--- src/verilog/panel_pkg.sv ---
/*
  Constants shared by the front-panel status block: register offsets, field
  positions, reset values, display codes and timing counts.
  Assumes a 250 MHz core clock and a 32-bit AHB-Lite register bus.
*/
package panel_pkg;

    // Clock and blink timing
    localparam int CLK_HZ            = 250_000_000;
    localparam int FAULT_BLINK_PER_S = 4;
    localparam int BLINK_HALF_CYCLES = CLK_HZ / (FAULT_BLINK_PER_S * 2);
    localparam int BLINK_CNT_W       = 25;

    // Register byte offsets
    localparam logic [7:0] CTRL_OFS   = 8'h00;
    localparam logic [7:0] NODE_OFS   = 8'h04;
    localparam logic [7:0] ADDR_OFS   = 8'h08;
    localparam logic [7:0] STATUS_OFS = 8'h0c;
    localparam logic [7:0] PMAP_OFS   = 8'h10;
    localparam logic [7:0] ODICT_OFS  = 8'h14;

    // Control register fields
    localparam int CTRL_NODE_SRC_BIT = 0;
    localparam int CTRL_MON_SEL_BIT  = 1;
    localparam int CTRL_AXIS2_BIT    = 2;
    localparam int CTRL_ONLINE_BIT   = 3;
    localparam int CTRL_INIT_BIT     = 4;
    localparam int CTRL_W            = 5;
    localparam logic [CTRL_W-1:0] CTRL_RESET = 5'h00;

    // Node address parameter reset value
    localparam logic [6:0] NODE_RESET = 7'h01;

    // Axis address arithmetic
    localparam logic [6:0] TENS_WEIGHT  = 7'd10;
    localparam logic [6:0] AUTO_ADDRESS = 7'd0;

    // Object dictionary mapping
    localparam logic [15:0] ODICT_BASE   = 16'h2000;
    localparam logic [7:0]  SUBIDX_PLUS  = 8'h01;

    // Status display codes
    localparam logic [3:0] STAT_RESET     = 4'h0;
    localparam logic [3:0] NOT_READY_CODE = 4'h1;
    localparam logic [3:0] READY_CODE     = 4'h2;
    localparam logic [3:0] RUNNING_CODE   = 4'h3;
    localparam logic [3:0] ONLINE_CODE    = 4'h4;

    // Control mode codes
    localparam logic [3:0] CM_PROFILE_POS  = 4'h1;
    localparam logic [3:0] CM_PROFILE_VEL  = 4'h3;
    localparam logic [3:0] CM_PROFILE_TRQ  = 4'h4;
    localparam logic [3:0] CM_HOMING       = 4'h6;
    localparam logic [3:0] CM_CYCLIC_POS   = 4'h8;
    localparam logic [3:0] CM_CYCLIC_VEL   = 4'h9;
    localparam logic [3:0] CM_CYCLIC_TRQ   = 4'ha;

    // Fieldbus state codes
    localparam logic [3:0] FB_INIT     = 4'h1;
    localparam logic [3:0] FB_PREOP    = 4'h2;
    localparam logic [3:0] FB_SAFEOP   = 4'h4;
    localparam logic [3:0] FB_OP       = 4'h8;

    // Keypad display modes, one-hot
    typedef enum logic [3:0] {
        MODE_STATUS  = 4'b0001,
        MODE_PARAM   = 4'b0010,
        MODE_FAULT   = 4'b0100,
        MODE_MONITOR = 4'b1000
    } disp_mode_e;

    // Health indicator colours
    localparam logic [1:0] HEALTH_OFF   = 2'b00;
    localparam logic [1:0] HEALTH_GREEN = 2'b01;
    localparam logic [1:0] HEALTH_RED   = 2'b10;

endpackage

--- src/verilog/axis_addr_calc.sv ---
/*
  One decimal switch pair to a binary address, plus a flag for the
  drive-assigned (zero) case. Assumes switch digits are 0..9.
*/
`timescale 1ns/1ps
module axis_addr_calc (
    // Switch digits
    input  wire logic [3:0] tens_i,
    input  wire logic [3:0] units_i,
    // Result
    output wire logic [6:0] addr_o,
    output wire logic       auto_o
);
    // Tens times ten plus units; digits above 9 are the switch's problem
    wire logic [6:0] tens_val;
    assign tens_val = 7'(tens_i * panel_pkg::TENS_WEIGHT);
    assign addr_o   = 7'(tens_val + {3'h0, units_i});
    assign auto_o   = (addr_o == panel_pkg::AUTO_ADDRESS);
endmodule // axis_addr_calc

--- src/verilog/servo_panel.sv ---
/*
  Front-panel status and address logic of a two-axis servo drive: switch
  address capture, indicators, keypad display-mode sequencer, status and
  code encoding, parameter-to-object-dictionary mapping, AHB-Lite registers.
  Assumes keys arrive as one-cycle pulses, synchronous to ref_clk_i.
*/
// Implementation choices: the register addresses and the AHB-Lite register port.
// What this block does
// - Axis address is tens*10 plus units; 00 auto
// - First pair feeds axis 1, second axis 2
// - Node source 1 uses first pair, else parameter
// - One node address shared by both axes
// - Direction indicator on during reverse rotation
// - Health green when normal, red blink 4/s fault
// - Axis dot off for axis 1, on axis 2
// - Dictionary index is 0x2000 plus group
// - Subindex is offset within group plus one
// - Keypad starts in status display mode
// - Mode key advances to next display mode
// - Status to monitoring while turning if mon_sel, back on stop
// - Parameter mode selecting monitor enters monitoring
// - Fault blinks all digits; enter stops; mode->param
// - Reset state shown without axis, leaves when init_done is set
// - Not-ready code while main power absent
// - Ready code waits servo-on, then running code
// - Control mode shown as one hex digit
// - Fieldbus state shown as 1,2,4,8 code
// - Online code while commissioning tool selects drive
`timescale 1ns/1ps
module servo_panel (
    // Clock, reset, enable
    input  wire logic        ref_clk_i,
    input  wire logic        rst_n_i,
    input  wire logic        clk_en_i,
    // AHB-Lite slave
    input  wire logic        hsel_i,
    input  wire logic [31:0] haddr_i,
    input  wire logic [1:0]  htrans_i,
    input  wire logic        hwrite_i,
    input  wire logic [2:0]  hsize_i,
    input  wire logic [31:0] hwdata_i,
    input  wire logic        hready_i,
    output logic      [31:0] hrdata_o,
    output wire logic        hreadyout_o,
    output wire logic        hresp_o,
    // Address switches
    input  wire logic [3:0]  first_pair_tens_switch_i,
    input  wire logic [3:0]  first_pair_units_switch_i,
    input  wire logic [3:0]  second_pair_tens_switch_i,
    input  wire logic [3:0]  second_pair_units_switch_i,
    // Keys, one-cycle pulses
    input  wire logic        mode_key_i,
    input  wire logic        enter_key_i,
    // Drive state
    input  wire logic        main_power_ok_i,
    input  wire logic        servo_on_i,
    input  wire logic        motor_turning_i,
    input  wire logic        reverse_i,
    input  wire logic        fault_i,
    input  wire logic [3:0]  control_mode_i,
    input  wire logic [3:0]  fieldbus_state_i,
    input  wire logic        outbound_port_link_i,
    input  wire logic        inbound_port_link_i,
    // Indicators
    output logic             run_indicator_o,
    output logic             direction_indicator_o,
    output logic      [1:0]  health_indicator_o,
    output logic             axis_dot_o,
    output logic             outbound_port_seg_o,
    output logic             inbound_port_seg_o,
    // Display content
    output logic      [3:0]  disp_mode_o,
    output logic             digits_blink_o,
    output logic      [3:0]  status_code_o,
    output logic             show_axis_o,
    output logic      [3:0]  control_mode_code_o,
    output logic      [3:0]  fieldbus_code_o,
    // Addresses
    output logic      [6:0]  axis1_address_o,
    output logic      [6:0]  axis2_address_o,
    output logic             axis1_auto_o,
    output logic             axis2_auto_o,
    output logic      [6:0]  node_address_o
);

    // Bus and control storage
    logic [panel_pkg::CTRL_W-1:0] ctrl;
    logic [6:0]                   node_param;
    logic [15:0]                  pmap;
    logic                         dp_write;
    logic                         dp_read;
    logic [7:0]                   dp_addr;

    // Sampled switches
    logic [3:0] sw1_tens;
    logic [3:0] sw1_units;
    logic [3:0] sw2_tens;
    logic [3:0] sw2_units;
    logic       sampled;

    // Keypad sequencer state
    panel_pkg::disp_mode_e mode;
    panel_pkg::disp_mode_e next_mode;
    logic                  blink_on;
    logic                  next_blink_on;
    logic                  fault_seen;
    logic [panel_pkg::BLINK_CNT_W-1:0] blink_cnt;
    logic                  blink_phase;

    // Control fields
    wire logic node_src   = ctrl[panel_pkg::CTRL_NODE_SRC_BIT];
    wire logic mon_sel    = ctrl[panel_pkg::CTRL_MON_SEL_BIT];
    wire logic axis2_sel  = ctrl[panel_pkg::CTRL_AXIS2_BIT];
    wire logic online     = ctrl[panel_pkg::CTRL_ONLINE_BIT];
    wire logic init_done  = ctrl[panel_pkg::CTRL_INIT_BIT];

    // Address decoding from sampled switches
    wire logic [6:0] a1_addr;
    wire logic [6:0] a2_addr;
    wire logic       a1_auto;
    wire logic       a2_auto;

    axis_addr_calc u_axis1 (
        .tens_i  (sw1_tens),
        .units_i (sw1_units),
        .addr_o  (a1_addr),
        .auto_o  (a1_auto)
    );

    axis_addr_calc u_axis2 (
        .tens_i  (sw2_tens),
        .units_i (sw2_units),
        .addr_o  (a2_addr),
        .auto_o  (a2_auto)
    );

    // One node address for the drive, chosen by source bit
    wire logic [6:0] node_addr = node_src ? a1_addr : node_param;

    // Switch capture once after reset release; held until next reset
    always_ff @(posedge ref_clk_i) begin
        if (!rst_n_i) begin
            sampled   <= 1'b0;
            sw1_tens  <= 4'h0;
            sw1_units <= 4'h0;
            sw2_tens  <= 4'h0;
            sw2_units <= 4'h0;
        end else if (clk_en_i && !sampled) begin
            sampled   <= 1'b1;
            sw1_tens  <= first_pair_tens_switch_i;
            sw1_units <= first_pair_units_switch_i;
            sw2_tens  <= second_pair_tens_switch_i;
            sw2_units <= second_pair_units_switch_i;
        end
    end

    // AHB-Lite decode; zero wait states, always OKAY
    wire logic bus_take  = hsel_i && hready_i && htrans_i[1];
    wire logic hit_ctrl  = dp_addr == panel_pkg::CTRL_OFS;
    wire logic hit_node  = dp_addr == panel_pkg::NODE_OFS;
    wire logic hit_pmap  = dp_addr == panel_pkg::PMAP_OFS;
    assign hreadyout_o = 1'b1;
    assign hresp_o     = 1'b0;

    // Address phase capture
    always_ff @(posedge ref_clk_i) begin
        if (!rst_n_i) begin
            dp_write <= 1'b0;
            dp_read  <= 1'b0;
            dp_addr  <= 8'h00;
        end else if (clk_en_i) begin
            dp_write <= bus_take && hwrite_i;
            dp_read  <= bus_take && !hwrite_i;
            dp_addr  <= haddr_i[7:0];
        end
    end

    // Register writes in the data phase
    always_ff @(posedge ref_clk_i) begin
        if (!rst_n_i) begin
            ctrl       <= panel_pkg::CTRL_RESET;
            node_param <= panel_pkg::NODE_RESET;
            pmap       <= 16'h0000;
        end else if (clk_en_i && dp_write) begin
            if (hit_ctrl) begin
                ctrl <= hwdata_i[panel_pkg::CTRL_W-1:0];
            end else if (hit_node) begin
                node_param <= hwdata_i[6:0];
            end else if (hit_pmap) begin
                pmap <= hwdata_i[15:0];
            end
        end
    end

    // Parameter number to dictionary index and subindex
    wire logic [15:0] od_index  = 16'(panel_pkg::ODICT_BASE + {8'h00, pmap[15:8]});
    wire logic [7:0]  od_subidx = 8'(pmap[7:0] + panel_pkg::SUBIDX_PLUS);

    // Read mux; unmapped offsets read zero
    wire logic [31:0] rd_val =
        hit_ctrl                            ? {27'h0, ctrl} :
        hit_node                            ? {25'h0, node_addr} :
        (dp_addr == panel_pkg::ADDR_OFS)    ? {15'h0, a2_auto, a2_addr, 1'b0, a1_auto, a1_addr} :
        (dp_addr == panel_pkg::STATUS_OFS)  ? {24'h0, status_code_o, disp_mode_o} :
        hit_pmap                            ? {16'h0, pmap} :
        (dp_addr == panel_pkg::ODICT_OFS)   ? {8'h00, od_index, od_subidx} :
                                              32'h0000_0000;

    always_comb begin
        hrdata_o = dp_read ? rd_val : 32'h0000_0000;
    end

    // Display mode sequencer; fault entry outranks everything
    always_comb begin
        next_mode     = mode;
        next_blink_on = blink_on;
        if (fault_i && !fault_seen) begin
            next_mode     = panel_pkg::MODE_FAULT;
            next_blink_on = 1'b1;
        end else begin
            case (mode)
                panel_pkg::MODE_STATUS: begin
                    if (mode_key_i) begin
                        next_mode = panel_pkg::MODE_PARAM;
                    end else if (mon_sel && motor_turning_i) begin
                        next_mode = panel_pkg::MODE_MONITOR;
                    end
                end
                panel_pkg::MODE_PARAM: begin
                    if (mode_key_i) begin
                        next_mode = panel_pkg::MODE_FAULT;
                    end else if (mon_sel) begin
                        next_mode = panel_pkg::MODE_MONITOR;
                    end
                end
                panel_pkg::MODE_FAULT: begin
                    if (enter_key_i) begin
                        next_blink_on = 1'b0;
                    end else if (mode_key_i) begin
                        next_mode     = blink_on ? panel_pkg::MODE_FAULT
                                                 : panel_pkg::MODE_PARAM;
                    end
                end
                panel_pkg::MODE_MONITOR: begin
                    if (mode_key_i) begin
                        next_mode = panel_pkg::MODE_STATUS;
                    end else if (!motor_turning_i && mon_sel) begin
                        next_mode = panel_pkg::MODE_STATUS;
                    end
                end
                default: begin
                    next_mode = panel_pkg::MODE_STATUS;
                end
            endcase
        end
    end

    // Sequencer registers; fault_seen makes fault entry edge-triggered
    always_ff @(posedge ref_clk_i) begin
        if (!rst_n_i) begin
            mode       <= panel_pkg::MODE_STATUS;
            blink_on   <= 1'b0;
            fault_seen <= 1'b0;
        end else if (clk_en_i) begin
            mode       <= next_mode;
            blink_on   <= next_blink_on;
            fault_seen <= fault_i;
        end
    end

    // Fault blink timebase: phase toggles eight times a second
    always_ff @(posedge ref_clk_i) begin
        if (!rst_n_i) begin
            blink_cnt   <= '0;
            blink_phase <= 1'b0;
        end else if (clk_en_i) begin
            if (blink_cnt == panel_pkg::BLINK_CNT_W'(panel_pkg::BLINK_HALF_CYCLES - 1)) begin
                blink_cnt   <= '0;
                blink_phase <= ~blink_phase;
            end else begin
                blink_cnt <= blink_cnt + 1'b1;
            end
        end
    end

    // Status code: reset, online, not ready, running, ready
    wire logic [3:0] status_val =
        !init_done       ? panel_pkg::STAT_RESET :
        online           ? panel_pkg::ONLINE_CODE :
        !main_power_ok_i ? panel_pkg::NOT_READY_CODE :
        servo_on_i       ? panel_pkg::RUNNING_CODE :
                           panel_pkg::READY_CODE;

    wire logic running = init_done && main_power_ok_i && servo_on_i && !fault_i;

    // Control modes outside the documented set show as zero
    wire logic cm_valid =
        (control_mode_i == panel_pkg::CM_PROFILE_POS) || (control_mode_i == panel_pkg::CM_PROFILE_VEL) ||
        (control_mode_i == panel_pkg::CM_PROFILE_TRQ) || (control_mode_i == panel_pkg::CM_HOMING) ||
        (control_mode_i == panel_pkg::CM_CYCLIC_POS) || (control_mode_i == panel_pkg::CM_CYCLIC_VEL) ||
        (control_mode_i == panel_pkg::CM_CYCLIC_TRQ);
    wire logic fb_valid =
        (fieldbus_state_i == panel_pkg::FB_INIT) || (fieldbus_state_i == panel_pkg::FB_PREOP) ||
        (fieldbus_state_i == panel_pkg::FB_SAFEOP) || (fieldbus_state_i == panel_pkg::FB_OP);

    // Registered outputs: indicators, codes, addresses
    always_ff @(posedge ref_clk_i) begin
        if (!rst_n_i) begin
            run_indicator_o       <= 1'b0;
            direction_indicator_o <= 1'b0;
            health_indicator_o    <= panel_pkg::HEALTH_OFF;
            axis_dot_o            <= 1'b0;
            outbound_port_seg_o   <= 1'b0;
            inbound_port_seg_o    <= 1'b0;
            status_code_o         <= panel_pkg::STAT_RESET;
            show_axis_o           <= 1'b0;
            control_mode_code_o   <= 4'h0;
            fieldbus_code_o       <= 4'h0;
            axis1_address_o       <= 7'h00;
            axis2_address_o       <= 7'h00;
            axis1_auto_o          <= 1'b0;
            axis2_auto_o          <= 1'b0;
            node_address_o        <= 7'h00;
        end else if (clk_en_i) begin
            run_indicator_o       <= running;
            direction_indicator_o <= running && reverse_i;
            health_indicator_o    <= fault_i ? (blink_phase ? panel_pkg::HEALTH_RED
                                                            : panel_pkg::HEALTH_OFF)
                                             : panel_pkg::HEALTH_GREEN;
            axis_dot_o            <= init_done && axis2_sel;
            outbound_port_seg_o   <= outbound_port_link_i;
            inbound_port_seg_o    <= inbound_port_link_i;
            status_code_o         <= status_val;
            show_axis_o           <= init_done;
            control_mode_code_o   <= cm_valid ? control_mode_i : 4'h0;
            fieldbus_code_o       <= fb_valid ? fieldbus_state_i : 4'h0;
            axis1_address_o       <= a1_addr;
            axis2_address_o       <= a2_addr;
            axis1_auto_o          <= a1_auto;
            axis2_auto_o          <= a2_auto;
            node_address_o        <= node_addr;
        end
    end

    // Mode and blink straight from sequencer flops
    always_comb begin
        disp_mode_o    = mode;
        digits_blink_o = (mode == panel_pkg::MODE_FAULT) && blink_on && blink_phase;
    end

endmodule // servo_panel

--- config.mk ---
export PLATFORM = sky130hd
export DESIGN_NAME = servo_panel
export DESIGN_NICKNAME = d
export VERILOG_FILES = /design/src/verilog/panel_pkg.sv /design/src/verilog/axis_addr_calc.sv /design/src/verilog/servo_panel.sv
export SDC_FILE = /design/constraint.sdc
export NUM_CORES = 1
export LEC_CHECK = 0
export ABC_AREA = 1
export BUFFER_PORTS_ARGS = -buffer_cell sky130_fd_sc_hd__buf_2
export CAP_MARGIN = 20
export CORE_MARGIN = 2
export CORE_UTILIZATION = 40
export DETAILED_ROUTE_END_ITERATION = 7
export PLACE_DENSITY = 0.65
export SLEW_MARGIN = 20
export SYNTH_ARGS = -nofsm -noshare
export SYNTH_HDL_FRONTEND = slang
export SYNTH_SLANG_ARGS = --single-unit
--- constraint.sdc ---
create_clock -name ref_clk_i -period 3.4 [get_ports ref_clk_i]
set_input_delay 0 -clock ref_clk_i [delete_from_list [all_inputs] [get_ports ref_clk_i]]
set_output_delay 0 -clock ref_clk_i [all_outputs]
set_load 0.02 [all_outputs]
# Word-level counts from Yosys, hierarchy flattened
# Index checks and enable logic that the tools add are counted.
dict set report classes {
  n_mux 31
  multipliers 2
  eq_ne 26
  reduce_logical 41
  add_sub_neg 5
  bitwise_logic 3
}
# operator count
set op_table {}
lappend op_table {{$mux 23} 7}
lappend op_table {{$mux 4} 11}
lappend op_table {{$add 25x1->25 const B} 1}
lappend op_table {{$eq 25x25->1 const B} 1}
lappend op_table {{$mux 25} 1}
lappend op_table {{$eq 4x4->1 const B} 5}
lappend op_table {{$eq 4x3->1 const B} 4}
lappend op_table {{$eq 8x4->1 const B} 2}
lappend op_table {{$eq 8x5->1 const B} 2}
lappend op_table {{$logic_and 1x1->1} 16}
lappend op_table {{$pmux 4 s4} 1}
lappend op_table {{$add 14x8->15 const A} 1}
lappend op_table {{$add 7x4->7} 2}
lappend op_table {{$logic_not 7->1} 2}
lappend op_table {{$eq 4x1->1 const B} 3}
lappend op_table {{$eq 4x2->1 const B} 3}
lappend op_table {{$mul 4x3->6 const B} 2}
lappend op_table {{$ne 4x4->1 const B} 3}
lappend op_table {{$logic_or 1x1->1} 9}
lappend op_table {{$mux 3} 3}
lappend op_table {{$add 8x1->8 const B} 1}
lappend op_table {{$eq 8x3->1 const B} 1}
lappend op_table {{$logic_not 8->1} 1}
lappend op_table {{$mux 7} 1}
lappend op_table {{other kinds (10)} 25}
dict set report word_totals {
  regBits 130
  wordCells 139
  input_bits 108
  output_inout_bits 82
}

# Logic depth before layout (Yosys ltp)
# Gate-level depths: netlist of the first run.
dict set report depth {
  word_depth 8
  ltp_mapped 13
  mapped_depth_nobuf 13
}

# Modules after synthesis
# A second synthesis of the first run with hierarchy kept.
dict set report unflattened {
  cells_unflattened 992
  area_unflattened_um2 6811.5
}
# mod area_each_um2 n_inst cells_each seq_area_each_um2
set modules_own_cells {}
lappend modules_own_cells {servo_panel 6185.9 1 900 2582.5}
lappend modules_own_cells {{axis_addr_calc at u_axis1} 317.8 1 47 0.0}
lappend modules_own_cells {{axis_addr_calc at u_axis2} 307.8 1 45 0.0}

# Worst setup path after synthesis of the first run
# No wires, ideal clock.
dict set report synth_timing {
  path_type {register to output}
  startpoint {register sw1_tens[1]}
  endpoint {output port hrdata_o[6]}
  path_stages_with_launch 12
  t_arrival_ns 2.118
  path_buffers 0
  slack_ns 1.282
  path_cell_list {dfxtp_1 -> ha_1 -> ha_1 -> inv_1 -> fa_1 -> inv_1 -> nand4_1 -> nand2_1 -> nand2_1 -> nand3_1 -> nand3_1 -> a21oi_1}
}
dict set report synth_between {
  elab_chain_cells 6
}
# item line_no
set synth_rtl {}
lappend synth_rtl {{start: declaration} servo_panel.sv:95} ;# logic [3:0] sw1_tens;
lappend synth_rtl {{start signal: assignment} servo_panel.sv:150} ;# sw1_tens <= first_pair_tens_switch_i;
lappend synth_rtl {{$mul 4x3->6 (*)} axis_addr_calc.sv:16} ;# assign tens_val = 7'(tens_i * panel_pkg::TENS_WEIGHT);
lappend synth_rtl {{$add 7x4->7 (*)} axis_addr_calc.sv:17} ;# assign addr_o = 7'(tens_val + {3'h0, units_i});
lappend synth_rtl {{$mux 23 or $mux 7 (tied branches)} {servo_panel.sv:203, servo_panel.sv:138}}
lappend synth_rtl {{$mux 23 (*)} servo_panel.sv:202} ;# hit_node ? {25'h0, node_addr} :
lappend synth_rtl {{$mux 23 (*)} servo_panel.sv:201} ;# hit_ctrl ? {27'h0, ctrl} :
lappend synth_rtl {{$mux 23 (*)} servo_panel.sv:210} ;# hrdata_o = dp_read ? rd_val : 32'h0000_0000;
lappend synth_rtl {{end: declaration} servo_panel.sv:43} ;# output logic [31:0] hrdata_o,
# Every way passes the cells marked *; elsewhere a longest branch is shown, timed or not.

# Worst setup path after layout of the first run
dict set report layout_timing {
  startpoint {register sw1_tens[1]}
  endpoint {output port hrdata_o[7]}
}
dict set report layout_between {
  elab_chain_cells 7
}
# item line_no
set layout_rtl {}
lappend layout_rtl {{$mul 4x3->6} axis_addr_calc.sv:16}
lappend layout_rtl {{$add 7x4->7} axis_addr_calc.sv:17}
lappend layout_rtl {{$logic_not 7->1} axis_addr_calc.sv:18} ;# assign auto_o = (addr_o == panel_pkg::AUTO_ADDRESS);
lappend layout_rtl {{$mux 23} servo_panel.sv:203} ;# (dp_addr == panel_pkg::ADDR_OFS) ? {15'h0, a2_auto, a2_addr, 1'b0, a1_auto, a1_addr} :
lappend layout_rtl {{$mux 23} servo_panel.sv:202}
lappend layout_rtl {{$mux 23} servo_panel.sv:201}
lappend layout_rtl {{$mux 23} servo_panel.sv:210}
# No other way between the ends.

==> results of run 1 <==
## worst paths after layout
kind	start	to	slack, ns
hold reg to reg	node_param[3]	node_param[3]	0.46
setup / recovery	sw1_tens[1]	hrdata_o[7]	0.70
setup reg to reg	dp_addr[5]	pmap[5]	1.18
hold / removal	clk_en_i	axis2_auto_o	0.09
## power groups by stage
stage | sequential (mW) | combinational, mW | clock (mW)
3_3_place_gp | 1.65 | 0.520 | 0
3_5_place_dp | 1.65 | 0.524 | 0
2_1_floorplan | 1.68 | 0.329 | 0
5_1_grt | 1.63 | 0.649 | 1.91
4_1_cts | 1.62 | 0.581 | 1.84
6_report | 1.62 | 0.581 | 1.82
## synth_stat cells (12+ instances only)
cell / n
a21oi_1: 74
nor3_1: 33
inv_1: 104
o211ai_1: 12
clkbuf_1: 21
buf_4: 19
nor2_1: 147
o21ai_0: 97
dfxtp_1: 129
ha_1: 16
nand3_1: 56
nand2_1: 167
## worst max-delay path, delay by kind of cell, from the launching register on
family        cells  cell delay [ns]
flops             1             0.33
fa+ha+maj         3             0.91
simple gates      6             0.70
buf+inv           3             0.33
## cell families (layout without fill, tap and decap cells)
group           count (synthesis)  after routing  share of synthesized area
compound gates                196            196                      0.155
xor+xnor                       14             14                     0.0183
fa+ha+maj                      20             20                     0.0418
buf+inv                       164            340                      0.105
flops                         129            129                      0.385
mux                             1              1                    0.00149
other cells                     2             17                    0.00112
simple gates                  449            449                      0.293
## through the flow
| step | instance area, um^2 | setup WS [ns] |
|---|---|---|
| finish | 8670 | 0.697 |
| global placement | 7450 | 1.19 |
| global route | 8670 | 0.494 |
| CTS | 8670 | 0.691 |
| detailed placement | 7450 | 1.14 |
| floorplan | 6770 | 1.28 |
## layout make-up
class / instances / area (um^2) / area share
Multi-Input combinational cell: 697 / 3480 / 0.401
Sequential cell: 129 / 2580 / 0.298
Timing Repair Buffer: 199 / 1330 / 0.154
Clock buffer: 23 / 468 / 0.0540
Inverter: 112 / 422 / 0.0487
Tap cell: 220 / 275 / 0.0318
Clock inverter: 6 / 108 / 0.0124
## repair_timing
| item | CTS | global route |
|---|---|---|
| endpoints found under the hold margin | 71 | 0 |
| hold buffers | 64 | 0 |
| gates resized for setup | 0 | 0 |
## sequential cells by signal (all words and copies together), names as in the netlist, 2 cells and up
name                 flops
disp_mode_o              4
sw2_tens                 4
sw1_tens                 4
status_code_o            3
pmap                    16
node_param               7
sw2_units                4
sw1_units                4
health_indicator_o       2
axis2_address_o          7
dp_addr                  8
fieldbus_code_o          4
axis1_address_o          7
node_address_o           7
ctrl                     5
blink_cnt               25
control_mode_code_o      4
## layer usage
layer	routed length, um	vias to the layer above	global-route usage
met5	0	-	0
met4	565	0	0.100
met3	961	50	0.0453
met2	8710	197	0.352
met1	8500	3145	0.266
li1	-	3501	-
==> impl_metrics.json, run 1 <==
{
  "coreArea_um2": 16500,
  "critPathMostFrequentCell": "nand2_1",
  "outcome": "finished clean",
  "ir_drop_mv": 0.411,
  "path_class": "flip-flop to primary output",
  "crit_path_top_delay_cell": "fa_1",
  "cp_cell_sequence": "ha_1 -> ha_1 -> inv_1 -> fa_1 -> inv_1 -> nand2_1 -> nand2_1 -> nand3_1 -> nor2_1 -> nand3_1 -> nand2_1 -> buf_2",
  "powerDensity_nw_per_um2": 464,
  "worstPathMaxFanout": 4,
  "fp.dieH_um": 134,
  "synth_cell_types": 45,
  "gp_congestion": 0.946,
  "yosys-top-cells-area": "dfxtp_1 (38%), nand2_1 (9.3%), nor2_1 (8.2%)",
  "nets": 1284,
  "postLayoutCoreUtil": 0.526,
  "min_path_cells": 2,
  "syn_avg_cell_area_um2": 6.88,
  "synth_seq_cells": 129,
  "synthCells": 975,
  "min_period_ns": 2.70,
  "finalMaxSlewViolations": 0,
  "grt_overflow": 0,
  "critPathLaunchType": "flip-flop",
  "routedWlPerCell_um": 13.5,
  "design.portCount": 190,
  "dr.pass1.iters": 6,
  "cts_buffers": 17,
  "p_total_mw": 4.02,
  "worstPathRequired_ns": 3.40,
  "hold_path.class": "input pin to flip-flop",
  "combPwrFrac": 0.144,
  "drive_gt1_frac": 0.166,
  "relSlewSlack": 0.493,
  "synth_edf_count": 0,
  "cap_violations": 0,
  "seqPwrFrac": 0.404,
  "ff2ff_path_depth": 8,
  "syn_area_um2": 6710,
  "syn_to_final_growth_pct": 29.2,
  "h-tree-depth": 4,
  "p_leak_nw": 4.00,
  "rsz0062_at_grt": "no",
  "cts.path.max_buffers": 2,
  "worst_hold_slack_ns": 0.0926,
  "finalCritPeriodShare": 0.795,
  "grt_pass1_vias": 6342,
  "final_common_cell": "nand2_1",
  "dpl.hpwl_um": 13300,
  "yosysTopAreaCell": "dfxtp_1",
  "drtIter0Drc": 416,
  "rows": 47,
  "die_x_um": 134,
  "finalClockSkew_ns": 0.00706,
  "swShare": 0.261,
  "async_flop_share": 0,
  "cpPeakStageDelay_ns": 0.42,
  "nFillCells": 1632,
  "clk_pin_slew_ns": 0.05,
  "cts_tree": "yes",
  "ys.flop_type": "dfxtp_1",
  "diodes": 0,
  "setup_viol": 0,
  "seq_area_frac_synth": 0.385,
  "vias": 6893,
  "p_sw_mw": 1.05,
  "clock-sinks": 129,
  "layout_common_cells": "nand2_1 (167), nor2_1 (147), dfxtp_1 (129), buf_2 (128), inv_1 (104)",
  "cts_setup_buffers": 0,
  "insertion_delay_ns": 0.42,
  "wl_um": 18700,
  "post_layout_nonfiller_instances": 1386,
  "grt_usage": 0.213,
  "drc": 0,
  "worst_slew_pin_slew_ns": 0.760,
  "intPower_mw": 2.97,
  "port_buffers": 128,
  "max_freq_ghz": 0.370,
  "viasPerCell": 4.97,
  "netlist.area_leader.share": 0.385,
  "crit_path_end_kind": "primary output",
  "dp_cells": 1293,
  "die-area_um2": 17800,
  "initial_core_util": 0.407,
  "grt_max_degree": 85,
  "critical_path_arrival_ns": 2.70,
  "synth_warnings": 0,
  "grt_pass1_wl_um": 30200,
  "fin_setup_tns_ns": 0,
  "antenna_found_initial": 0,
  "clkPwrFrac": 0.452,
  "ant_nets": 0,
  "root_buffer": "clkbuf_16",
  "hold_viol": 0
}
No activity file was read; power rests on OpenSTA's default activity.
==> run 2, diff against run 1 <==
--- a/config.mk
+++ b/config.mk
@@ -11,7 +11,7 @@
 export CORE_MARGIN = 2
 export CORE_UTILIZATION = 40
 export DETAILED_ROUTE_END_ITERATION = 7
-export PLACE_DENSITY = 0.65
+export PLACE_DENSITY = 0.67
 export SLEW_MARGIN = 20
 export SYNTH_ARGS = -nofsm -noshare
 export SYNTH_HDL_FRONTEND = slang
==> constraint.sdc (replaced) <==
create_clock -name ref_clk_i -period 2.3 [get_ports ref_clk_i]
set_input_delay 0 -clock ref_clk_i [delete_from_list [all_inputs] [get_ports ref_clk_i]]
set_output_delay 0 -clock ref_clk_i [all_outputs]
set_load 0.02 [all_outputs]
==> impl_metrics.json, run 2 (same netlist as run 1, synthesis figures left out) <==
{
  "die_x_um": 134,
  "rsz0062_at_grt": "yes",
  "rows": 47,
  "wl_um": 20000,
  "nFillCells": 1549,
  "worst-path-buf-inv": 3,
  "worstPathMaxFanout": 3,
  "p_sw_mw": 1.66,
  "regMostFlops": "blink_cnt",
  "setup_slack_ns": -0.291,
  "hold_start": "hready_i",
  "setup_viol": 5,
  "insertion_delay_ns": 0.42,
  "diodes": 0,
  "grt_overflow": 0,
  "whs_endpoint": "dp_write",
  "min_period_ns": 2.59,
  "cts_buffers": 17,
  "outcome": "complete, but fails checks",
  "drive_gt1_frac": 0.240,
  "multiInputGateArea_um2": 3800,
  "final_common_cell": "nand2_1",
  "clk_pin_slew_ns": 0.06,
  "ir_drop_mv": 0.515,
  "h-tree-depth": 4,
  "ff2ff_path_depth": 14,
  "cp_cell_sequence": "ha_4 -> ha_4 -> inv_2 -> fa_2 -> inv_2 -> nand4_1 -> nand2_1 -> nand2_1 -> nand3_2 -> nand3_2 -> a21oi_2 -> buf_6",
  "dr.pass1.iters": 8,
  "worst_slew_pin_slew_ns": 0.721,
  "crit_start": "sw1_tens[3]",
  "reg.largest.list": "blink_cnt x25, pmap x16, dp_addr x8",
  "cts.path.max_buffers": 2,
  "crit_path_end_kind": "primary output",
  "grt_max_degree": 85,
  "viasPerCell": 4.99,
  "routedWlPerCell_um": 14.2,
  "stdcell_area_um2": 9170,
  "critPathLaunchType": "flip-flop",
  "critPathTopFamily": "adder cells",
  "swShare": 0.284,
  "layout_common_cells": "nand2_1 (155), nor2_1 (142), dfxtp_1 (121), buf_2 (119), inv_1 (98)",
  "p_leak_nw": 4.13,
  "drtIter0Drc": 347,
  "hold_viol": 0,
  "seqPwrFrac": 0.413,
  "antenna_found_initial": 0,
  "syn_to_final_growth_pct": 36.6,
  "crit_path_top_delay_cell": "fa_2",
  "finalClockSkew_ns": 0.00653,
  "powerDensity_nw_per_um2": 637,
  "worst-path-stages": 12,
  "vias": 7030,
  "fp.dieH_um": 134,
  "dpl.hpwl_um": 13400,
  "largest_reg_flops": 25,
  "clkPwrFrac": 0.404,
  "path_class": "flip-flop to primary output",
  "nets": 1309,
  "postPlaceCellArea_um2": 7540,
  "dp_cells": 1303,
  "initial_core_util": 0.407,
  "intPower_mw": 4.18,
  "post_layout_nonfiller_instances": 1410,
  "final-seq-area_um2": 2600,
  "die-area_um2": 17800,
  "hold_path.class": "input pin to flip-flop",
  "clock-sinks": 129,
  "cts_tree": "yes",
  "worstPathRequired_ns": 2.30,
  "drc": 0,
  "critical_path_arrival_ns": 2.59,
  "finalMaxSlewViolations": 0,
  "relSlewSlack": 0.518,
  "cap_violations": 0,
  "coreArea_um2": 16500,
  "combPwrFrac": 0.183,
  "ant_nets": 0,
  "dp_slack_ns": 0.0696,
  "design.portCount": 190,
  "r2r-end": "axis1_address_o[6]",
  "root_buffer": "clkbuf_16",
  "max_freq_ghz": 0.386,
  "r2r_setup_slack_ns": 0.01,
  "port_buffers": 128,
  "finalCritPeriodShare": 1.13,
  "min_path_cells": 4,
  "grt_pass1_vias": 6606,
  "gp_congestion": 0.882,
  "cpPeakStageDelay_ns": 0.44,
  "reg2reg_from": "sw1_tens[3]",
  "grt_pass1_wl_um": 31800,
  "worst_hold_slack_ns": 0.0356,
  "grt_usage": 0.224,
  "violations": "setup timing",
  "postLayoutCoreUtil": 0.557
}
[run 2: metal layers]
layer / global-route usage / vias up / routed length [um]
met3: 0.0453 / 41 / 1110
met1: 0.271 / 3229 / 8550
met4: 0.0922 / 0 / 558
met2: 0.388 / 217 / 9750
li1: - / 3543 / -
met5: 0 / - / 0
[run 2: worst max path at each step]
stage	to	slack [ns]
finish	hrdata_o[6]	-0.29
global route	hrdata_o[6]	-0.38
CTS	hrdata_o[6]	-0.25
detailed placement	hrdata_o[6]	0.07
global placement	hrdata_o[6]	0.12
floorplan	hrdata_o[6]	0.18
[run 2: cell type report]
cell class,instances,share of cell area
clock buffers,21,0.0502
repair buffers,224,0.172
inverters,112,0.0460
multi-input cells,697,0.414
flip-flops and latches,129,0.284
well taps,220,0.0300
clock inverters,7,0.00437
[run 2: timing repair]
action / 4_1_cts / 5_1_grt
resized for setup: 58 / 36
buffers inserted: 9 / 7
endpoints found under the setup margin: 10 / 12
hold buffers: 63 / 0
hold endpoints to repair: 73 / 0
pin swaps: 29 / 26
[run 2: worst reg2reg max path, delay by kind of cell (launching register included)]
family | cells | cell delay (ns)
and+or+nand+nor | 5 | 0.47
buffers and inverters | 5 | 0.43
DFF | 1 | 0.35
adders and majority gates | 3 | 0.83
AOI/OAI and AO/OA | 1 | 0.10
[run 2: power groups by stage]
stage	Clock, mW	Combinational [mW]	Sequential, mW
after detailed placement	0	0.802	2.44
after global routing	2.50	1.17	2.42
after global placement	0	0.797	2.44
after CTS	2.40	0.965	2.40
after floorplan	0	0.486	2.49
final	2.36	1.07	2.41
[run 2: per-stage QoR]
stage | setup TNS, ns | power (mW)
after floorplan | 0 | 2.98
after global placement | 0 | 3.24
after detailed placement | 0 | 3.25
after CTS | -0.826 | 5.77
after global routing | -1.55 | 6.08
final | -0.786 | 5.84
==> run 3, diff against run 2 <==
--- a/config.mk
+++ b/config.mk
@@ -10,8 +10,9 @@
 export CAP_MARGIN = 20
 export CORE_MARGIN = 2
 export CORE_UTILIZATION = 40
+export CTS_CLUSTER_DIAMETER = 50
 export DETAILED_ROUTE_END_ITERATION = 7
-export PLACE_DENSITY = 0.67
+export PLACE_DENSITY = 0.77
 export SLEW_MARGIN = 20
 export SYNTH_ARGS = -nofsm -noshare
 export SYNTH_HDL_FRONTEND = slang
==> constraint.sdc (replaced) <==
create_clock -name ref_clk_i -period 2.3 [get_ports ref_clk_i]
set_input_delay 0.23 -clock ref_clk_i [delete_from_list [all_inputs] [get_ports ref_clk_i]]
set_output_delay 0.23 -clock ref_clk_i [all_outputs]
set_load 0.02 [all_outputs]
==> impl_metrics.json, run 3 (same netlist as run 1, synthesis figures left out) <==
{
  "syn_to_final_growth_pct": 30.0,
  "cts_tree": "yes",
  "cp_cell_sequence": "ha_4 -> ha_4 -> inv_2 -> fa_1 -> inv_2 -> nand4_1 -> nand2_1 -> nand2_1 -> nand3_2 -> nand3_2 -> a21oi_2 -> buf_6",
  "worstPathMaxFanout": 3,
  "drc": 0,
  "grt_pass1_wl_um": 32300,
  "port_buffers": 128,
  "routedWlPerCell_um": 14.6,
  "regMostFlops": "blink_cnt",
  "path_class": "flip-flop to primary output",
  "worst_slew_pin_slew_ns": 0.691,
  "setup_viol": 10,
  "min_period_ns": 2.73,
  "hold_viol": 0,
  "nFillCells": 1571,
  "powerDensity_nw_per_um2": 684,
  "crit_path_end_kind": "primary output",
  "gp_congestion": 0.993,
  "cap_violations": 0,
  "drtIter0Drc": 556,
  "rsz0062_at_grt": "yes",
  "clk_pin_slew_ns": 0.05,
  "insertion_delay_ns": 0.43,
  "crit_path_top_delay_cell": "fa_1",
  "vias": 6943,
  "die_x_um": 134,
  "rows": 47,
  "cpPeakStageDelay_ns": 0.46,
  "viasPerCell": 5.11,
  "hold_path.class": "input pin to flip-flop",
  "dp_cells": 1313,
  "p_total_mw": 5.97,
  "root_buffer": "clkbuf_16",
  "diodes": 0,
  "grt_pass1_vias": 6563,
  "dpl.hpwl_um": 13700,
  "setup_slack_ns": -0.428,
  "largest_reg_flops": 25,
  "grt_overflow": 0,
  "design.portCount": 190,
  "final_common_cell": "nand2_1",
  "cts_buffers": 17,
  "initial_core_util": 0.407,
  "relSlewSlack": 0.538,
  "violations": "setup timing",
  "coreArea_um2": 16500,
  "critPathLaunchType": "flip-flop",
  "h-tree-depth": 4,
  "p_leak_nw": 3.96,
  "die-area_um2": 17800,
  "grt_max_degree": 43,
  "nets": 1256,
  "critPathTopFamily": "adder cells",
  "max_freq_ghz": 0.367,
  "critical_path_arrival_ns": 2.50,
  "worst-path-buf-inv": 3,
  "wl_um": 19900,
  "layout_common_cells": "nand2_1 (156), nor2_1 (143), dfxtp_1 (121), buf_2 (116)",
  "drive_gt1_frac": 0.263,
  "ir_drop_mv": 0.592,
  "post_layout_nonfiller_instances": 1359,
  "finalMaxSlewViolations": 0,
  "finalClockSkew_ns": 0.00866,
  "cts.path.max_buffers": 2,
  "fp.dieH_um": 134,
  "antenna_found_initial": 1,
  "dr.pass1.iters": 5,
  "grt_usage": 0.227,
  "ant_nets": 0,
  "worstPathRequired_ns": 2.07,
  "finalCritPeriodShare": 1.19,
  "reg.largest.list": "blink_cnt x25, pmap x16, dp_addr x8",
  "clock-sinks": 129,
  "hold_buffers": 0,
  "outcome": "complete, but fails checks"
}
-- run 3: changes by cell type in the layout (fill, tap and decap cells not counted), moves of 3 or more --
cell / change
nand2_2: -3
inv_1: -3
clkinv_2: -3
buf_6: +3
dlygate4sd3_1: -63
buf_4: +11
clkbuf_1: +3
buf_2: -3
-- run 3: power breakdown --
part           switching (mW)  internal, mW  leakage (nW)
logic                   0.625         0.407          2.64
clock network           0.967          1.55         0.259
registers              0.0798          2.33          1.06
-- run 3: worst paths after layout --
kind | from | slack, ns | endpoint | depth (start not counted)
worst max-delay path | sw1_tens[3] | -0.43 | hrdata_o[6] | 12
worst min-delay path | second_pair_units_switch_i[1] | 0.03 | sw2_units[1] | 3
worst max register to register | sw2_tens[3] | 0.06 | axis2_auto_o | 12
worst min register to register | show_axis_o | 0.46 | show_axis_o | 2
-- run 3: what timing repair did --
| item | 4_1_cts | 5_1_grt |
|---|---|---|
| gates cloned | 0 | 0 |
| setup endpoints to repair | 13 | 19 |
| hold endpoints to repair | 0 | 0 |
| buffers inserted | 12 | 8 |
| pin swaps | 41 | 31 |
| resized for setup | 79 | 31 |
-- run 3: final cells by class --
type | count | area, um^2 | share of cell area
clock buffer | 25 | 485 | 0.0557
clock inverter | 5 | 55.1 | 0.00631
inverter | 112 | 424 | 0.0486
tap | 220 | 275 | 0.0316
timing repair buffer | 171 | 1020 | 0.117
sequential | 129 | 2600 | 0.298
multi-input combinational | 697 | 3860 | 0.443
-- run 3: worst register-to-register path: stages (launching register included) --
cell     delay (ns)
dfxtp_2        0.34
ha_4           0.27
ha_4           0.12
inv_2          0.04
fa_2           0.57
inv_2          0.07
nand3_2        0.09
nand4_1        0.09
nor2_1         0.11
nand2_1        0.10
buf_6          0.14
buf_6          0.12
a21oi_2        0.13
-- run 3: metal layers --
metal / global-route usage / vias to the layer above / routed length, um
li1: - / 3451 / -
met1: 0.276 / 3190 / 8230
met2: 0.389 / 249 / 9590
met3: 0.0628 / 51 / 1480
met4: 0.0739 / 2 / 552
met5: 0 / - / 7
-- run 3: through the flow --
stage | util | area, um^2 | TNS, ns | hold WS, ns | setup slack [ns]
2_1_floorplan | - | 6770 | 0 | 0.365 | 0.0496
3_3_place_gp | 0.462 | 7600 | -0.135 | 0.444 | -0.0737
3_5_place_dp | 0.462 | 7600 | -0.198 | 0.453 | -0.0903
4_1_cts | 0.521 | 8570 | -2.73 | 0.0230 | -0.424
5_1_grt | 0.530 | 8720 | -3.59 | 0.0301 | -0.533
6_report | 0.530 | 8720 | -2.66 | 0.0302 | -0.428
